**src/logic/drseq_pkg.sv**
```systemverilog
// Package: constants and types of the data retention sequencer
package drseq_pkg;
    // Register byte offsets
    localparam logic [11:0] DRSEQ_OFF_CTRL = 12'h000;
    localparam logic [11:0] DRSEQ_OFF_STAT = 12'h004;
    localparam logic [11:0] DRSEQ_OFF_IRQ = 12'h008;
    localparam logic [11:0] DRSEQ_OFF_MASK = 12'h00c;
    localparam logic [11:0] DRSEQ_OFF_ERR = 12'h010;
    // Control register fields (write one pulses, except ONLINE which is a held level)
    localparam int DRSEQ_CTRL_ARRAY_WR = 0;
    localparam int DRSEQ_CTRL_ONLINE_OK = 1;
    localparam int DRSEQ_CTRL_TEST_FAIL = 2;
    localparam int DRSEQ_CTRL_ONLINE = 3;
    // Interrupt bit positions
    localparam int DRSEQ_IRQ_SAVE_DONE = 0;
    localparam int DRSEQ_IRQ_RESTORE_DONE = 1;
    localparam int DRSEQ_IRQ_ABORT = 2;
    localparam int DRSEQ_IRQ_FAULT = 3;
    localparam int DRSEQ_IRQ_W = 4;
    localparam logic [3:0] DRSEQ_MASK_RST = 4'h0;
    // Error codes reported at power-up
    localparam logic [7:0] DRSEQ_ERR_NONE = 8'h00;
    localparam logic [7:0] DRSEQ_ERR_E0 = 8'he0;
    localparam logic [7:0] DRSEQ_ERR_E1 = 8'he1;
    localparam int DRSEQ_FAULT_REPORTS = 3;
    // Timing
    localparam longint DRSEQ_CLK_HZ = 100_000_000;
    localparam longint DRSEQ_SELFTEST_S = 30;
    localparam longint DRSEQ_RESTORE_MIN_S = 120;
    localparam longint DRSEQ_RESTORE_MAX_S = 480;
    localparam longint DRSEQ_SELFTEST_CYC = DRSEQ_SELFTEST_S * DRSEQ_CLK_HZ;
    localparam longint DRSEQ_BIT_CELL_NS = 50;
    localparam int DRSEQ_BIT_CELL_CYC = int'((DRSEQ_BIT_CELL_NS * 1000
        + 1000 * 1_000_000_000 / DRSEQ_CLK_HZ - 1)
        / (1000 * 1_000_000_000 / DRSEQ_CLK_HZ));
    // Backup status encodings
    typedef enum logic [1:0] {
        DRSEQ_BK_NODATA = 2'h0,
        DRSEQ_BK_INVALID = 2'h1,
        DRSEQ_BK_VALID = 2'h2
    } drseq_bk_t;
    // Requests from the power and spindle side
    typedef struct packed {
        logic ac_lost;
        logic ac_back;
        logic spin_up;
        logic spin_down;
    } drseq_evt_t;
    // Progress of the backup drive engine
    typedef struct packed {
        logic save_done;
        logic restore_done;
        logic fail;
    } drseq_eng_t;
endpackage

```
**src/logic/drseq_top.sv**
```systemverilog
// Data retention sequencer with APB register slave
//
// Register access over APB and the address map are this design's own decisions.
`timescale 1ns/1ns
// Functional notes
// - AC loss aborts restore, save continues
// - AC loss while idle starts save
// - AC return stops save, maybe restores
// - Spin-down saves if array valid, backup not
// - Spin-up aborts save, status no-data
// - Spin-down save marks backup status invalid
// - Ignore spin requests until restore complete
// - Report errors through attention output
// - Fault reported three times when online
// - Fault persists until next power-up
// - Self test runs before power-up reload
// - Power-up restore waits on engine completion
// - Link bit cell is 50 ns
// - Backup status valid, invalid, no-data updates
// - Power-up E0 or E1 with array zeroing
module drseq_top #(
    parameter longint SELFTEST_CYC = drseq_pkg::DRSEQ_SELFTEST_CYC
) (
    input wire logic pclk,
    input wire logic presetn,
    input wire logic psel,
    input wire logic penable,
    input wire logic pwrite,
    input wire logic [11:0] paddr,
    input wire logic [31:0] pwdata,
    output logic [31:0] prdata,
    output logic pready,
    output logic pslverr,
    input wire drseq_pkg::drseq_evt_t evt,
    input wire drseq_pkg::drseq_eng_t eng,
    input wire logic array_valid,
    input wire drseq_pkg::drseq_bk_t bk_stored,
    output logic save_start,
    output logic save_stop,
    output logic restore_start,
    output logic restore_stop,
    output logic zero_start,
    output drseq_pkg::drseq_bk_t bk_status,
    output logic attention,
    output logic faulted,
    output logic link_bit_tick,
    output logic irq
);
    import drseq_pkg::*;

    typedef enum logic [2:0] {
        ST_SELFTEST,
        ST_RESTORE,
        ST_IDLE,
        ST_SAVE,
        ST_ZERO
    } drseq_st_t;

    function automatic logic hit(input logic [11:0] a, input logic [11:0] o);
        hit = (a == o);
    endfunction

    // ------------------------------------------------------------
    // APB access decode
    // ------------------------------------------------------------
    logic wr_acc;
    logic rd_acc;
    logic mapped;
    assign pready = 1'b1;
    assign wr_acc = psel & penable & pwrite;
    assign rd_acc = psel & penable & ~pwrite;
    assign mapped = hit(paddr, DRSEQ_OFF_CTRL) | hit(paddr, DRSEQ_OFF_STAT)
        | hit(paddr, DRSEQ_OFF_IRQ) | hit(paddr, DRSEQ_OFF_MASK)
        | hit(paddr, DRSEQ_OFF_ERR);
    assign pslverr = psel & penable & ~mapped;

    logic ctl_wr;
    logic arr_wr;
    logic online_ok;
    logic test_fail;
    assign ctl_wr = wr_acc & hit(paddr, DRSEQ_OFF_CTRL);
    assign arr_wr = ctl_wr & pwdata[DRSEQ_CTRL_ARRAY_WR];
    assign online_ok = ctl_wr & pwdata[DRSEQ_CTRL_ONLINE_OK];
    assign test_fail = ctl_wr & pwdata[DRSEQ_CTRL_TEST_FAIL];

    // ------------------------------------------------------------
    // Sequencer state
    // ------------------------------------------------------------
    drseq_st_t st_r, st_nxt;
    drseq_bk_t bk_r, bk_nxt;
    logic restored_r, restored_nxt;
    logic fault_r, fault_nxt;
    logic online_r, online_nxt;
    logic [1:0] rep_r, rep_nxt;
    logic [7:0] err_r, err_nxt;
    logic [63:0] cnt_r, cnt_nxt;
    logic [3:0] pulse_r, pulse_nxt;
    logic [3:0] ev_set;
    logic ac_r, ac_nxt;

    always_comb
    begin
        st_nxt = st_r;
        bk_nxt = bk_r;
        restored_nxt = restored_r;
        fault_nxt = fault_r;
        online_nxt = online_r;
        rep_nxt = rep_r;
        err_nxt = err_r;
        cnt_nxt = cnt_r;
        pulse_nxt = 4'h0;
        ev_set = 4'h0;
        ac_nxt = ac_r;
        if (evt.ac_lost)
            ac_nxt = 1'b0;
        if (evt.ac_back)
            ac_nxt = 1'b1;
        if (ctl_wr)
            online_nxt = pwdata[DRSEQ_CTRL_ONLINE];
        if (arr_wr && bk_r == DRSEQ_BK_VALID)
            bk_nxt = DRSEQ_BK_INVALID;
        if (online_ok && bk_r == DRSEQ_BK_VALID)
            bk_nxt = DRSEQ_BK_INVALID;
        case (st_r)
            ST_SELFTEST:
            begin
                cnt_nxt = cnt_r + 64'h1;
                if (cnt_r >= 64'(SELFTEST_CYC) - 64'h1)
                begin
                    cnt_nxt = 64'h0;
                    if (bk_stored == DRSEQ_BK_VALID)
                    begin
                        st_nxt = ST_RESTORE;
                        pulse_nxt[1] = 1'b1;
                    end
                    else
                    begin
                        st_nxt = ST_ZERO;
                        pulse_nxt[3] = 1'b1;
                        err_nxt = (bk_stored == DRSEQ_BK_NODATA) ?
                            DRSEQ_ERR_E0 : DRSEQ_ERR_E1;
                        ev_set[DRSEQ_IRQ_FAULT] = 1'b1;
                    end
                    bk_nxt = bk_stored;
                end
            end
            ST_RESTORE:
            begin
                if (evt.ac_lost)
                begin
                    st_nxt = ST_IDLE;
                    pulse_nxt[2] = 1'b1;
                    ev_set[DRSEQ_IRQ_ABORT] = 1'b1;
                end
                else if (eng.restore_done)
                begin
                    st_nxt = ST_IDLE;
                    restored_nxt = 1'b1;
                    ev_set[DRSEQ_IRQ_RESTORE_DONE] = 1'b1;
                end
            end
            ST_ZERO:
                if (eng.restore_done)
                begin
                    st_nxt = ST_IDLE;
                    restored_nxt = 1'b1;
                end
            ST_IDLE:
            begin
                if (evt.ac_lost && !fault_r)
                begin
                    st_nxt = ST_SAVE;
                    pulse_nxt[0] = 1'b1;
                end
                else if (evt.ac_back && !restored_r && !fault_r)
                begin
                    st_nxt = ST_RESTORE;
                    pulse_nxt[1] = 1'b1;
                end
                else if (evt.spin_down && restored_r && !fault_r
                    && array_valid && bk_r != DRSEQ_BK_VALID)
                begin
                    st_nxt = ST_SAVE;
                    pulse_nxt[0] = 1'b1;
                    bk_nxt = DRSEQ_BK_INVALID;
                end
            end
            ST_SAVE:
            begin
                if (evt.ac_back || (evt.spin_up && restored_r))
                begin
                    st_nxt = ST_IDLE;
                    pulse_nxt[0] = 1'b0;
                    ev_set[DRSEQ_IRQ_ABORT] = 1'b1;
                    bk_nxt = DRSEQ_BK_NODATA;
                end
                else if (eng.save_done)
                begin
                    st_nxt = ST_IDLE;
                    bk_nxt = DRSEQ_BK_VALID;
                    ev_set[DRSEQ_IRQ_SAVE_DONE] = 1'b1;
                end
            end
            default:
                st_nxt = ST_SELFTEST;
        endcase
        if (st_nxt == ST_IDLE && st_r == ST_SAVE && !eng.save_done)
            pulse_nxt[0] = 1'b0;
        if ((test_fail || eng.fail) && !fault_r)
        begin
            fault_nxt = 1'b1;
            rep_nxt = 2'(DRSEQ_FAULT_REPORTS);
            ev_set[DRSEQ_IRQ_FAULT] = 1'b1;
            if (st_r == ST_SAVE)
                bk_nxt = DRSEQ_BK_NODATA;
            if (st_r == ST_SAVE || st_r == ST_RESTORE)
                st_nxt = ST_IDLE;
        end
        else if (rep_r != 2'h0 && online_r && rd_acc
            && hit(paddr, DRSEQ_OFF_ERR))
            rep_nxt = rep_r - 2'h1;
    end

    always_ff @(posedge pclk or negedge presetn)
    begin
        if (!presetn)
        begin
            st_r <= ST_SELFTEST;
            bk_r <= DRSEQ_BK_NODATA;
            restored_r <= 1'b0;
            fault_r <= 1'b0;
            online_r <= 1'b0;
            rep_r <= 2'h0;
            err_r <= DRSEQ_ERR_NONE;
            cnt_r <= 64'h0;
            pulse_r <= 4'h0;
            ac_r <= 1'b1;
        end
        else
        begin
            st_r <= st_nxt;
            bk_r <= bk_nxt;
            restored_r <= restored_nxt;
            fault_r <= fault_nxt;
            online_r <= online_nxt;
            rep_r <= rep_nxt;
            err_r <= err_nxt;
            cnt_r <= cnt_nxt;
            pulse_r <= pulse_nxt;
            ac_r <= ac_nxt;
        end
    end

    // Abort strobes follow the leaving edge of the active state
    logic save_stop_r, save_stop_nxt;
    logic rest_stop_r, rest_stop_nxt;
    assign save_stop_nxt = (st_r == ST_SAVE) && (st_nxt == ST_IDLE)
        && !eng.save_done;
    assign rest_stop_nxt = (st_r == ST_RESTORE) && (st_nxt == ST_IDLE)
        && !eng.restore_done;
    always_ff @(posedge pclk or negedge presetn)
    begin
        if (!presetn)
        begin
            save_stop_r <= 1'b0;
            rest_stop_r <= 1'b0;
        end
        else
        begin
            save_stop_r <= save_stop_nxt;
            rest_stop_r <= rest_stop_nxt;
        end
    end

    assign save_start = pulse_r[0];
    assign restore_start = pulse_r[1];
    assign save_stop = save_stop_r;
    assign restore_stop = rest_stop_r;
    assign zero_start = pulse_r[3];
    assign bk_status = bk_r;
    assign faulted = fault_r;
    assign attention = online_r & (rep_r != 2'h0 || err_r != 8'h00);

    // ------------------------------------------------------------
    // Link bit cell timer
    // ------------------------------------------------------------
    logic [7:0] bit_r, bit_nxt;
    logic tick_r, tick_nxt;
    always_comb
    begin
        tick_nxt = (bit_r == 8'(DRSEQ_BIT_CELL_CYC - 1));
        bit_nxt = tick_nxt ? 8'h0 : bit_r + 8'h1;
    end
    always_ff @(posedge pclk or negedge presetn)
    begin
        if (!presetn)
        begin
            bit_r <= 8'h0;
            tick_r <= 1'b0;
        end
        else
        begin
            bit_r <= bit_nxt;
            tick_r <= tick_nxt;
        end
    end
    assign link_bit_tick = tick_r;

    // ------------------------------------------------------------
    // Interrupt status, mask and read data
    // ------------------------------------------------------------
    logic [3:0] irq_r, irq_nxt;
    logic [3:0] mask_r, mask_nxt;
    logic [31:0] rd_nxt;
    logic [31:0] prdata_r;
    always_comb
    begin
        irq_nxt = irq_r;
        mask_nxt = mask_r;
        if (wr_acc && hit(paddr, DRSEQ_OFF_IRQ))
            irq_nxt = irq_r & ~pwdata[3:0];
        irq_nxt = irq_nxt | ev_set;
        if (wr_acc && hit(paddr, DRSEQ_OFF_MASK))
            mask_nxt = pwdata[3:0];
        rd_nxt = 32'h0;
        if (psel && !penable && !pwrite)
        begin
            if (hit(paddr, DRSEQ_OFF_CTRL))
                rd_nxt = {28'h0, online_r, 3'h0};
            else if (hit(paddr, DRSEQ_OFF_STAT))
                rd_nxt = {20'h0, rep_r, fault_r, restored_r,
                    1'b0, st_r, 1'b0, bk_r, 1'b0};
            else if (hit(paddr, DRSEQ_OFF_IRQ))
                rd_nxt = {28'h0, irq_r};
            else if (hit(paddr, DRSEQ_OFF_MASK))
                rd_nxt = {28'h0, mask_r};
            else if (hit(paddr, DRSEQ_OFF_ERR))
                rd_nxt = {24'h0, err_r};
        end
        else
            rd_nxt = prdata_r;
    end
    always_ff @(posedge pclk or negedge presetn)
    begin
        if (!presetn)
        begin
            irq_r <= 4'h0;
            mask_r <= DRSEQ_MASK_RST;
            prdata_r <= 32'h0;
        end
        else
        begin
            irq_r <= irq_nxt;
            mask_r <= mask_nxt;
            prdata_r <= rd_nxt;
        end
    end
    assign prdata = prdata_r;
    assign irq = |(irq_r & mask_r);

    // ------------------------------------------------------------
    // Checks
    // ------------------------------------------------------------
    a_restore_abort: assert property (@(posedge pclk) disable iff (!presetn)
        st_r == ST_RESTORE && evt.ac_lost && !eng.restore_done
        |=> st_r == ST_IDLE && restore_stop)
        else $error("restore not aborted on ac loss");
    a_idle_save: assert property (@(posedge pclk) disable iff (!presetn)
        st_r == ST_IDLE && evt.ac_lost && !fault_r && !test_fail && !eng.fail
        |=> st_r == ST_SAVE && save_start)
        else $error("save not started on ac loss");
    a_ac_back_stop: assert property (@(posedge pclk) disable iff (!presetn)
        st_r == ST_SAVE && evt.ac_back |=> st_r == ST_IDLE && bk_r == DRSEQ_BK_NODATA)
        else $error("save not stopped on ac return");
    a_spin_down_gate: assert property (@(posedge pclk) disable iff (!presetn)
        st_r == ST_IDLE && !evt.ac_lost && !evt.ac_back && !array_valid
        |=> st_r != ST_SAVE)
        else $error("save started with invalid array");
    a_spin_up_abort: assert property (@(posedge pclk) disable iff (!presetn)
        st_r == ST_SAVE && evt.spin_up && restored_r && !eng.save_done
        |=> bk_r == DRSEQ_BK_NODATA && save_stop)
        else $error("spin up did not abort save");
    a_spin_save_inv: assert property (@(posedge pclk) disable iff (!presetn)
        st_r == ST_IDLE && $past(st_r) == ST_IDLE && evt.spin_down && restored_r
        && !evt.ac_lost && !evt.ac_back && !fault_r && array_valid
        && bk_r != DRSEQ_BK_VALID && !test_fail && !eng.fail
        |=> bk_r == DRSEQ_BK_INVALID)
        else $error("spin down save left status");
    a_spin_before_rst: assert property (@(posedge pclk) disable iff (!presetn)
        !restored_r && !evt.ac_lost && st_r == ST_IDLE |=> st_r != ST_SAVE)
        else $error("spin acted before restore");
    a_fault_sticky: assert property (@(posedge pclk) disable iff (!presetn)
        fault_r |=> fault_r)
        else $error("fault cleared without power-up");
    a_fault_count: assert property (@(posedge pclk) disable iff (!presetn)
        !fault_r && test_fail |=> rep_r == 2'd3 && fault_r)
        else $error("fault report count wrong");
endmodule // drseq_top

```
**config.mk**
```make
export PLATFORM = sky130hd
export DESIGN_NAME = drseq_top
export DESIGN_NICKNAME = d
export VERILOG_FILES = /design/src/logic/drseq_pkg.sv /design/src/logic/drseq_top.sv
export SDC_FILE = /design/constraint.sdc
export NUM_CORES = 1
export LEC_CHECK = 0
export BUFFER_PORTS_ARGS = -buffer_cell sky130_fd_sc_hd__clkbuf_2
export CORE_MARGIN = 2
export CORE_UTILIZATION = 51
export CTS_BUF_LIST = sky130_fd_sc_hd__clkbuf_16
export CTS_CLUSTER_SIZE = 25
export DETAILED_ROUTE_END_ITERATION = 8
export PLACE_DENSITY = 0.75
export SYNTH_ARGS = -nofsm -noshare
export SYNTH_HDL_FRONTEND = slang
export SYNTH_SLANG_ARGS = --single-unit
```
**constraint.sdc**
```tcl
create_clock -name pclk -period 2.65 [get_ports pclk]
set_clock_uncertainty 0.15 [all_clocks]
set_input_delay 0.795 -clock pclk [delete_from_list [all_inputs] [get_ports pclk]]
set_output_delay 0.795 -clock pclk [all_outputs]
set_load 0.01 [all_outputs]
```
-- After elaboration in Yosys (flattened, before gate mapping)
Cells that the tools add are included.
- bits in registers: 137
- input bits: 59
- output and inout bits: 45
- word-level logic and storage cells: 160
- $add $sub $neg: 3
- order comparisons: 1
- eq/ne operators: 15
- multiplexer cells: 61
- bitwise logic cells: 20
- reductions and logical operators: 44
- operator list (kind ; number):
    $add 64x1->64 const B ; 1
    $ge 64x32->1 const B ; 1
    $mux 64 ; 1
    $mux 3 ; 11
    $mux 8 ; 4
    $mux 1 ; 25
    $eq 12x4->1 const B ; 2
    $logic_and 1x1->1 ; 24
    $mux 12 ; 2
    $mux 2 ; 12
    $pmux 3 s5 ; 1
    $eq 12x3->1 const B ; 1
    $eq 12x5->1 const B ; 1
    $eq 3x2->1 const B ; 4
    $logic_not 12->1 ; 1
    $and 1x1->1 ; 9
    $add 8x1->8 const B ; 1
    $and 4x4->4 ; 2
    $eq 8x3->1 const B ; 1
    $reduce_bool 8->1 ; 1
    $logic_not 1->1 ; 6
    $pmux 1 s2 ; 3
    $pmux 2 s3 ; 1
    $reduce_bool 2->1 ; 3
    16 further kinds ; 26

-- Depth between registers and ports, before layout
- depth in word-level cells: 13
- gate-level depth with buffers: 8
- depth with buffers taken out: 7

-- Worst setup path before layout
No wires, ideal clock.
- kind: in2reg
- start point: input paddr[7]
- end point: register rep_r[0]
- setup time: 0.120 ns
- arrival time: 2.645 ns
- data required time: 2.380 ns
- setup slack: -0.265 ns
- cell stages on the path: 6
- path buffers: 0
- path through: or4_1 -> nor4_2 -> nand3_1 -> or4_1 -> xnor2_1 -> nand2_1
- word-level cells in the longest chain between the ends: 6
- elaborated cells on any way between the ends: 9
- classes of those cells: 1 x eq/ne; 1 x mux; 2 x bitwise; 5 x reduce/logical
- ends and longest elaborated chain (what ; line ; source):
    start, declared ; drseq_top.sv:29 ; input wire logic [11:0] paddr,
    $logic_not 12->1 ; drseq_top.sv:60 ; hit = (a == o);
    $and 1x1->1 ; drseq_top.sv:81 ; assign ctl_wr = wr_acc & hit(paddr, DRSEQ_OFF_CTRL);
    $and 1x1->1 ; drseq_top.sv:84 ; assign test_fail = ctl_wr & pwdata[DRSEQ_CTRL_TEST_FAIL];
    $logic_or 1x1->1 ; drseq_top.sv:209 ; if ((test_fail || eng.fail) && !fault_r)
    $logic_and 1x1->1 ; drseq_top.sv:209 ;
    $mux 2 / $reduce_bool 2->1 (equally long branches) ; -- ;
    end signal, assigned ; drseq_top.sv:246 ; rep_r <= rep_nxt;
    end, declared ; drseq_top.sv:94 ; logic [1:0] rep_r, rep_nxt;
Several ways; a longest one is shown, not always the timed one.
A chain may end at the register's enable or synchronous reset.

-- Final worst setup path
- start point: input paddr[8]
- end point: output pslverr
- word-level cells in the longest chain between the ends: 7
- elaborated cells on any way between the ends: 11
- classes of those cells: 4 x eq/ne; 6 x bitwise; 1 x reduce/logical
- ends and longest elaborated chain (what ; line ; source):
    $eq 12x3->1 / $logic_not 12->1 (equally long branches) ; drseq_top.sv:60 ;
    $or 1x1->1 ; drseq_top.sv:72 ; assign mapped = hit(paddr, DRSEQ_OFF_CTRL) | hit(paddr, DRSEQ_OFF_STAT)
    $or 1x1->1 (2 in series) ; drseq_top.sv:73 ; | hit(paddr, DRSEQ_OFF_IRQ) | hit(paddr, DRSEQ_OFF_MASK)
    $or 1x1->1 (*) ; drseq_top.sv:74 ; | hit(paddr, DRSEQ_OFF_ERR);
    $not 1->1 (*) ; drseq_top.sv:75 ; assign pslverr = psel & penable & ~mapped;
    $and 1x1->1 (*) ; drseq_top.sv:75 ;
    end, declared ; drseq_top.sv:33 ; output logic pslverr,
Every way passes the cells marked *; elsewhere a longest branch is shown, timed or not.

==> results list <==
- Max-slew headroom: 53.3%
* Data arrival time of the critical path: 1.88 ns
- Distinct cell type count of the synthesized netlist: 55
* Fraction of power consumed by combinational cells: roughly 4%
* Number of clock sinks: between 100 and 150
* Mean number of vias per cell: 5.68
- Clock H-tree levels: 3
* Clock transition time at the flip-flop clock pins of the worst setup and hold paths: 0.07 ns
- Along the worst path, the maximum fanout reaches 2.
- Setup repair after global routing could not meet its margin everywhere.
- Prior to clock tree synthesis, the placed netlist has a worst setup slack of -0.357 ns.
- Library cell with the highest instance count after synthesis: dfrtp_1
* DRT antenna net count: 0
- Global-route met3 utilization: 3.97%
* Number of placed cells counting well taps: about 810
- In this run the vertical extent of the chip is 109 um.
- First-pass GRT wire length: 21600 um
- Overall Global Routing Usage: 23.0%
- Most prevalent standard cell on the critical path: clkbuf_2
- The detailed router finished its first iteration with 290 violations.
* Final Non-Filler Cells: roughly 830
* Antenna Diode Count: 0
* Beginning of the worst register-to-register path: cnt_r[18]
- Row generation in the floorplan step produced 38 rows.
- Most used routing layer in global routing: met2
- In the final layout, the share of cells above drive strength 1 is 22.4%.
* Clock power share: 40.6%
- In the final design database the tool counted 751 nets.
- Max_cap viols: 0
- Die W: 109 um
- Synthesis produced a netlist whose cell count is 593.
* Largest buffer count on any clock path: 2
- The worst-case IR drop observed on VDD is 402 uV.
* Cell family contributing the most delay on the critical path: simple AND/OR/NAND/NOR gates
- The via count of the first global-routing pass came to about 4500.
- Met2 track demand over resource: between 30% and 40%
- Number of buffers and inverters on the critical path: 3
* Starting utilization of the core area: between 50% and 60%
- The worst path in the final design needs a cycle of 2.82 ns, including I/O delays and setup.
- Failing checks: negative setup slack
- Flop pwr share: 55.4%
- Overall via count from detail_route: 4728
- Walking the worst path, the cells encountered are clkbuf_2 > or4_4 > nor4_4 > buf_4 > a21oi_2 > clkbuf_2.
* Number of flops mapped to enable cells by yosys: 0
* Transition at the pin with the smallest max-transition slack: 0.694 ns
* Cell at the slowest stage of the critical path: or4_4
- Internal Power: approximately 2.3 mW
- Worst EP required: about 1.7 ns
- Area used by multi-input combinational logic: ~2800 um^2
- Result of the run: complete, but fails checks
- Antenna violations before repair: 0
- Leak pwr: around 3.3 nW
- Total length of routed wires: 13000 um
- The most used flip-flop cell after synthesis is dfrtp_1.
- Sequential elements use 48.7% of the synthesized area.
* Syn-to-layout area delta: 18.7%
* Proportion of register bits with asynchronous set or reset after synthesis: between 90% and 100%
- Total global routing overflow: 0
* CTS tree: yes
* Flip-flop and latch count after synthesis: 110
- CTS hold repair buffers: 0
- Clock latency on the worst-skew pair, taken at its later pin, is around 0.35 ns.
* Final Cell Area: 6710 um^2
* Accumulated negative setup slack: -0.174 ns
* Pin count of the biggest net entering global routing: 42
* Met1 usage in global routing: 30.3%
- The worst setup path is launched from a primary input.
* Total area of sequential cells: 2750 um^2
* Cell count of the worst reg-to-reg path: 7
- In the routed design, unresolved DRC markers number 0.
- Cell types occupying the most area after synthesis: dfrtp_1 49%, nor2_1 5.7%, xor2_1 3.6%
- After detailed routing, the average wire length per cell comes to 15.6 um.
* # fillers: 898
* Switching share of power: 22.6%
- Pin placement for this block handled 104 I/O pins.
- For this run, the slowest stage of the critical path takes approximately 0.54 ns.
- Post-synth top cells: 110 x dfrtp_1, 86 x nor2_1, 40 x nand2_1
- Setup Crit Path Kind: in2out
- The setup check on the worst reg-to-reg path leaves a slack of 0.06 ns.
* Mean Syn Cell Area: 9.53 um^2
- Max Clock Freq: 354 MHz
- The core region is 10800 um^2.
- Fin. max-slew vios: 0
- Power spread over the standard cell area amounts to 452 nW/um^2.
- In this run the power spent charging and discharging nets is 686 uW.
- For this run, the number of Yosys warnings is 0.
- RePlAce Congestion: roughly 0.85
* First-pass iteration count of the detailed router: 5
- Mapped cell area: 5650 um^2
- Of the available clock period, the critical path in the final layout requires 107%.
- The biggest area contributor in the post-synthesis netlist is dfrtp_1.
- The path class of the tightest hold or removal check is in2async.
* Placed wire-length estimate after detailed placement: 9360 um
- Destination of the worst register-to-register timing path: err_r[0]
- The floorplan step defined a die boundary enclosing 11900 um^2.
* Critical Path Sink Type: output pin
- Buffers inserted during clock tree synthesis total 9.
* Final setup viols: 1
- Area fraction of the dominant cell type after synthesis: 48.7%
- Worst-case setup margin in the final layout: -0.174 ns
- Quantity of I/O buffers inserted on ports: between 50 and 60
- Number of hold-slack violations in the final timing report: 0
- Clock root cell: clkbuf_16
- Instance area after placement: 6360 um^2
cell usage in the layout, fill, tap and decap left out, types with 9 or more instances in the layout:
cell type and n:
buf_4 50, clkbuf_16 9, clkbuf_2 53, nand4_1 16
a22o_1 12, nor2_1 85, conb_1 21, dfrtp_1 110
xor2_1 23, o21a_1 9, and3_1 29, nor4_1 14
a21oi_1 16, nand3_1 28, xnor2_1 15, inv_1 18
nor3_1 16, a31oi_1 14, nand2_1 40
final cells by class:
cell class | instances | area share (%)
well taps | 140 | 2.61
clock buffers | 9 | 3.36
clock inverters | 6 | 0.578
flip-flops and latches | 110 | 41.0
multi-input cells | 444 | 41.3
repair buffers | 105 | 10.1
inverters | 18 | 1.01
cells by family (layout without fill, tap and decap cells):
logic type	Yosys count	after routing	synth area share [%]
AO/OA/AOI/OAI	98	98	12.4
XOR/XNOR	38	38	5.89
adder cells (fa/ha/maj)	4	4	0.885
buffers and inverters	58	138	5.47
flip-flops	110	110	48.7
multiplexers	10	10	1.95
other	2	21	0.133
AND/OR/NAND/NOR	273	273	24.6
sequential cells by signal, indices dropped and copies added, names as in the netlist, 2 cells and up:
signal / count
st_r: 3
err_r: 2
irq_r: 4
mask_r: 4
pulse_r: 3
bk_status: 2
bit_r: 8
rep_r: 2
prdata: 12
cnt_r: 64
worst register-to-register path, stage by stage, from the launching register on:
cell and delay [ns]:
dfrtp_1 0.39, or4_4 0.55, or4_4 0.45, a211oi_4 0.20
buf_4 0.17, nor3_4 0.06, or3_1 0.35, a22o_1 0.18
power groups by stage:
stage / sequential, mW / combinational, mW / clock [mW]
floorplan: 1.71 / 0.0610 / 0
global placement: 1.71 / 0.118 / 0
CTS: 1.68 / 0.122 / 1.27
detailed placement: 1.71 / 0.121 / 0
global route: 1.68 / 0.137 / 1.32
finish: 1.68 / 0.121 / 1.23
how the worst max path moves through the flow:
stage,to,start,cells after the start
2_1_floorplan,pslverr,paddr[7],3
3_5_place_dp,restore_stop,paddr[7],8
4_1_cts,pslverr,paddr[8],6
6_report,pslverr,paddr[8],6
3_3_place_gp,pslverr,paddr[7],6
5_1_grt,pslverr,paddr[8],6
per-layer routing:
layer	share of wire, %	wire length (um)
met3	5.1	665
met4	1.4	180
met5	0	0
met1	44	5710
met2	50	6440
per-stage QoR:
step                utilization [%]  power [mW]  hold slack (ns)
finish                         61.9        3.03            0.270
global route                   61.9        3.14            0.308
floorplan                         -        1.77            0.287
CTS                            61.7        3.07            0.287
detailed placement             58.7        1.83            0.316
global placement               58.7        1.83            0.307
repair_timing:
action / in CTS / in global routing
pin swaps: 6 / 5
cloned: 0 / 0
resized for setup: 9 / 6
endpoints found under the setup margin: 73 / 21
buffers inserted: 3 / 1
Power figures use the tool's default switching activity.
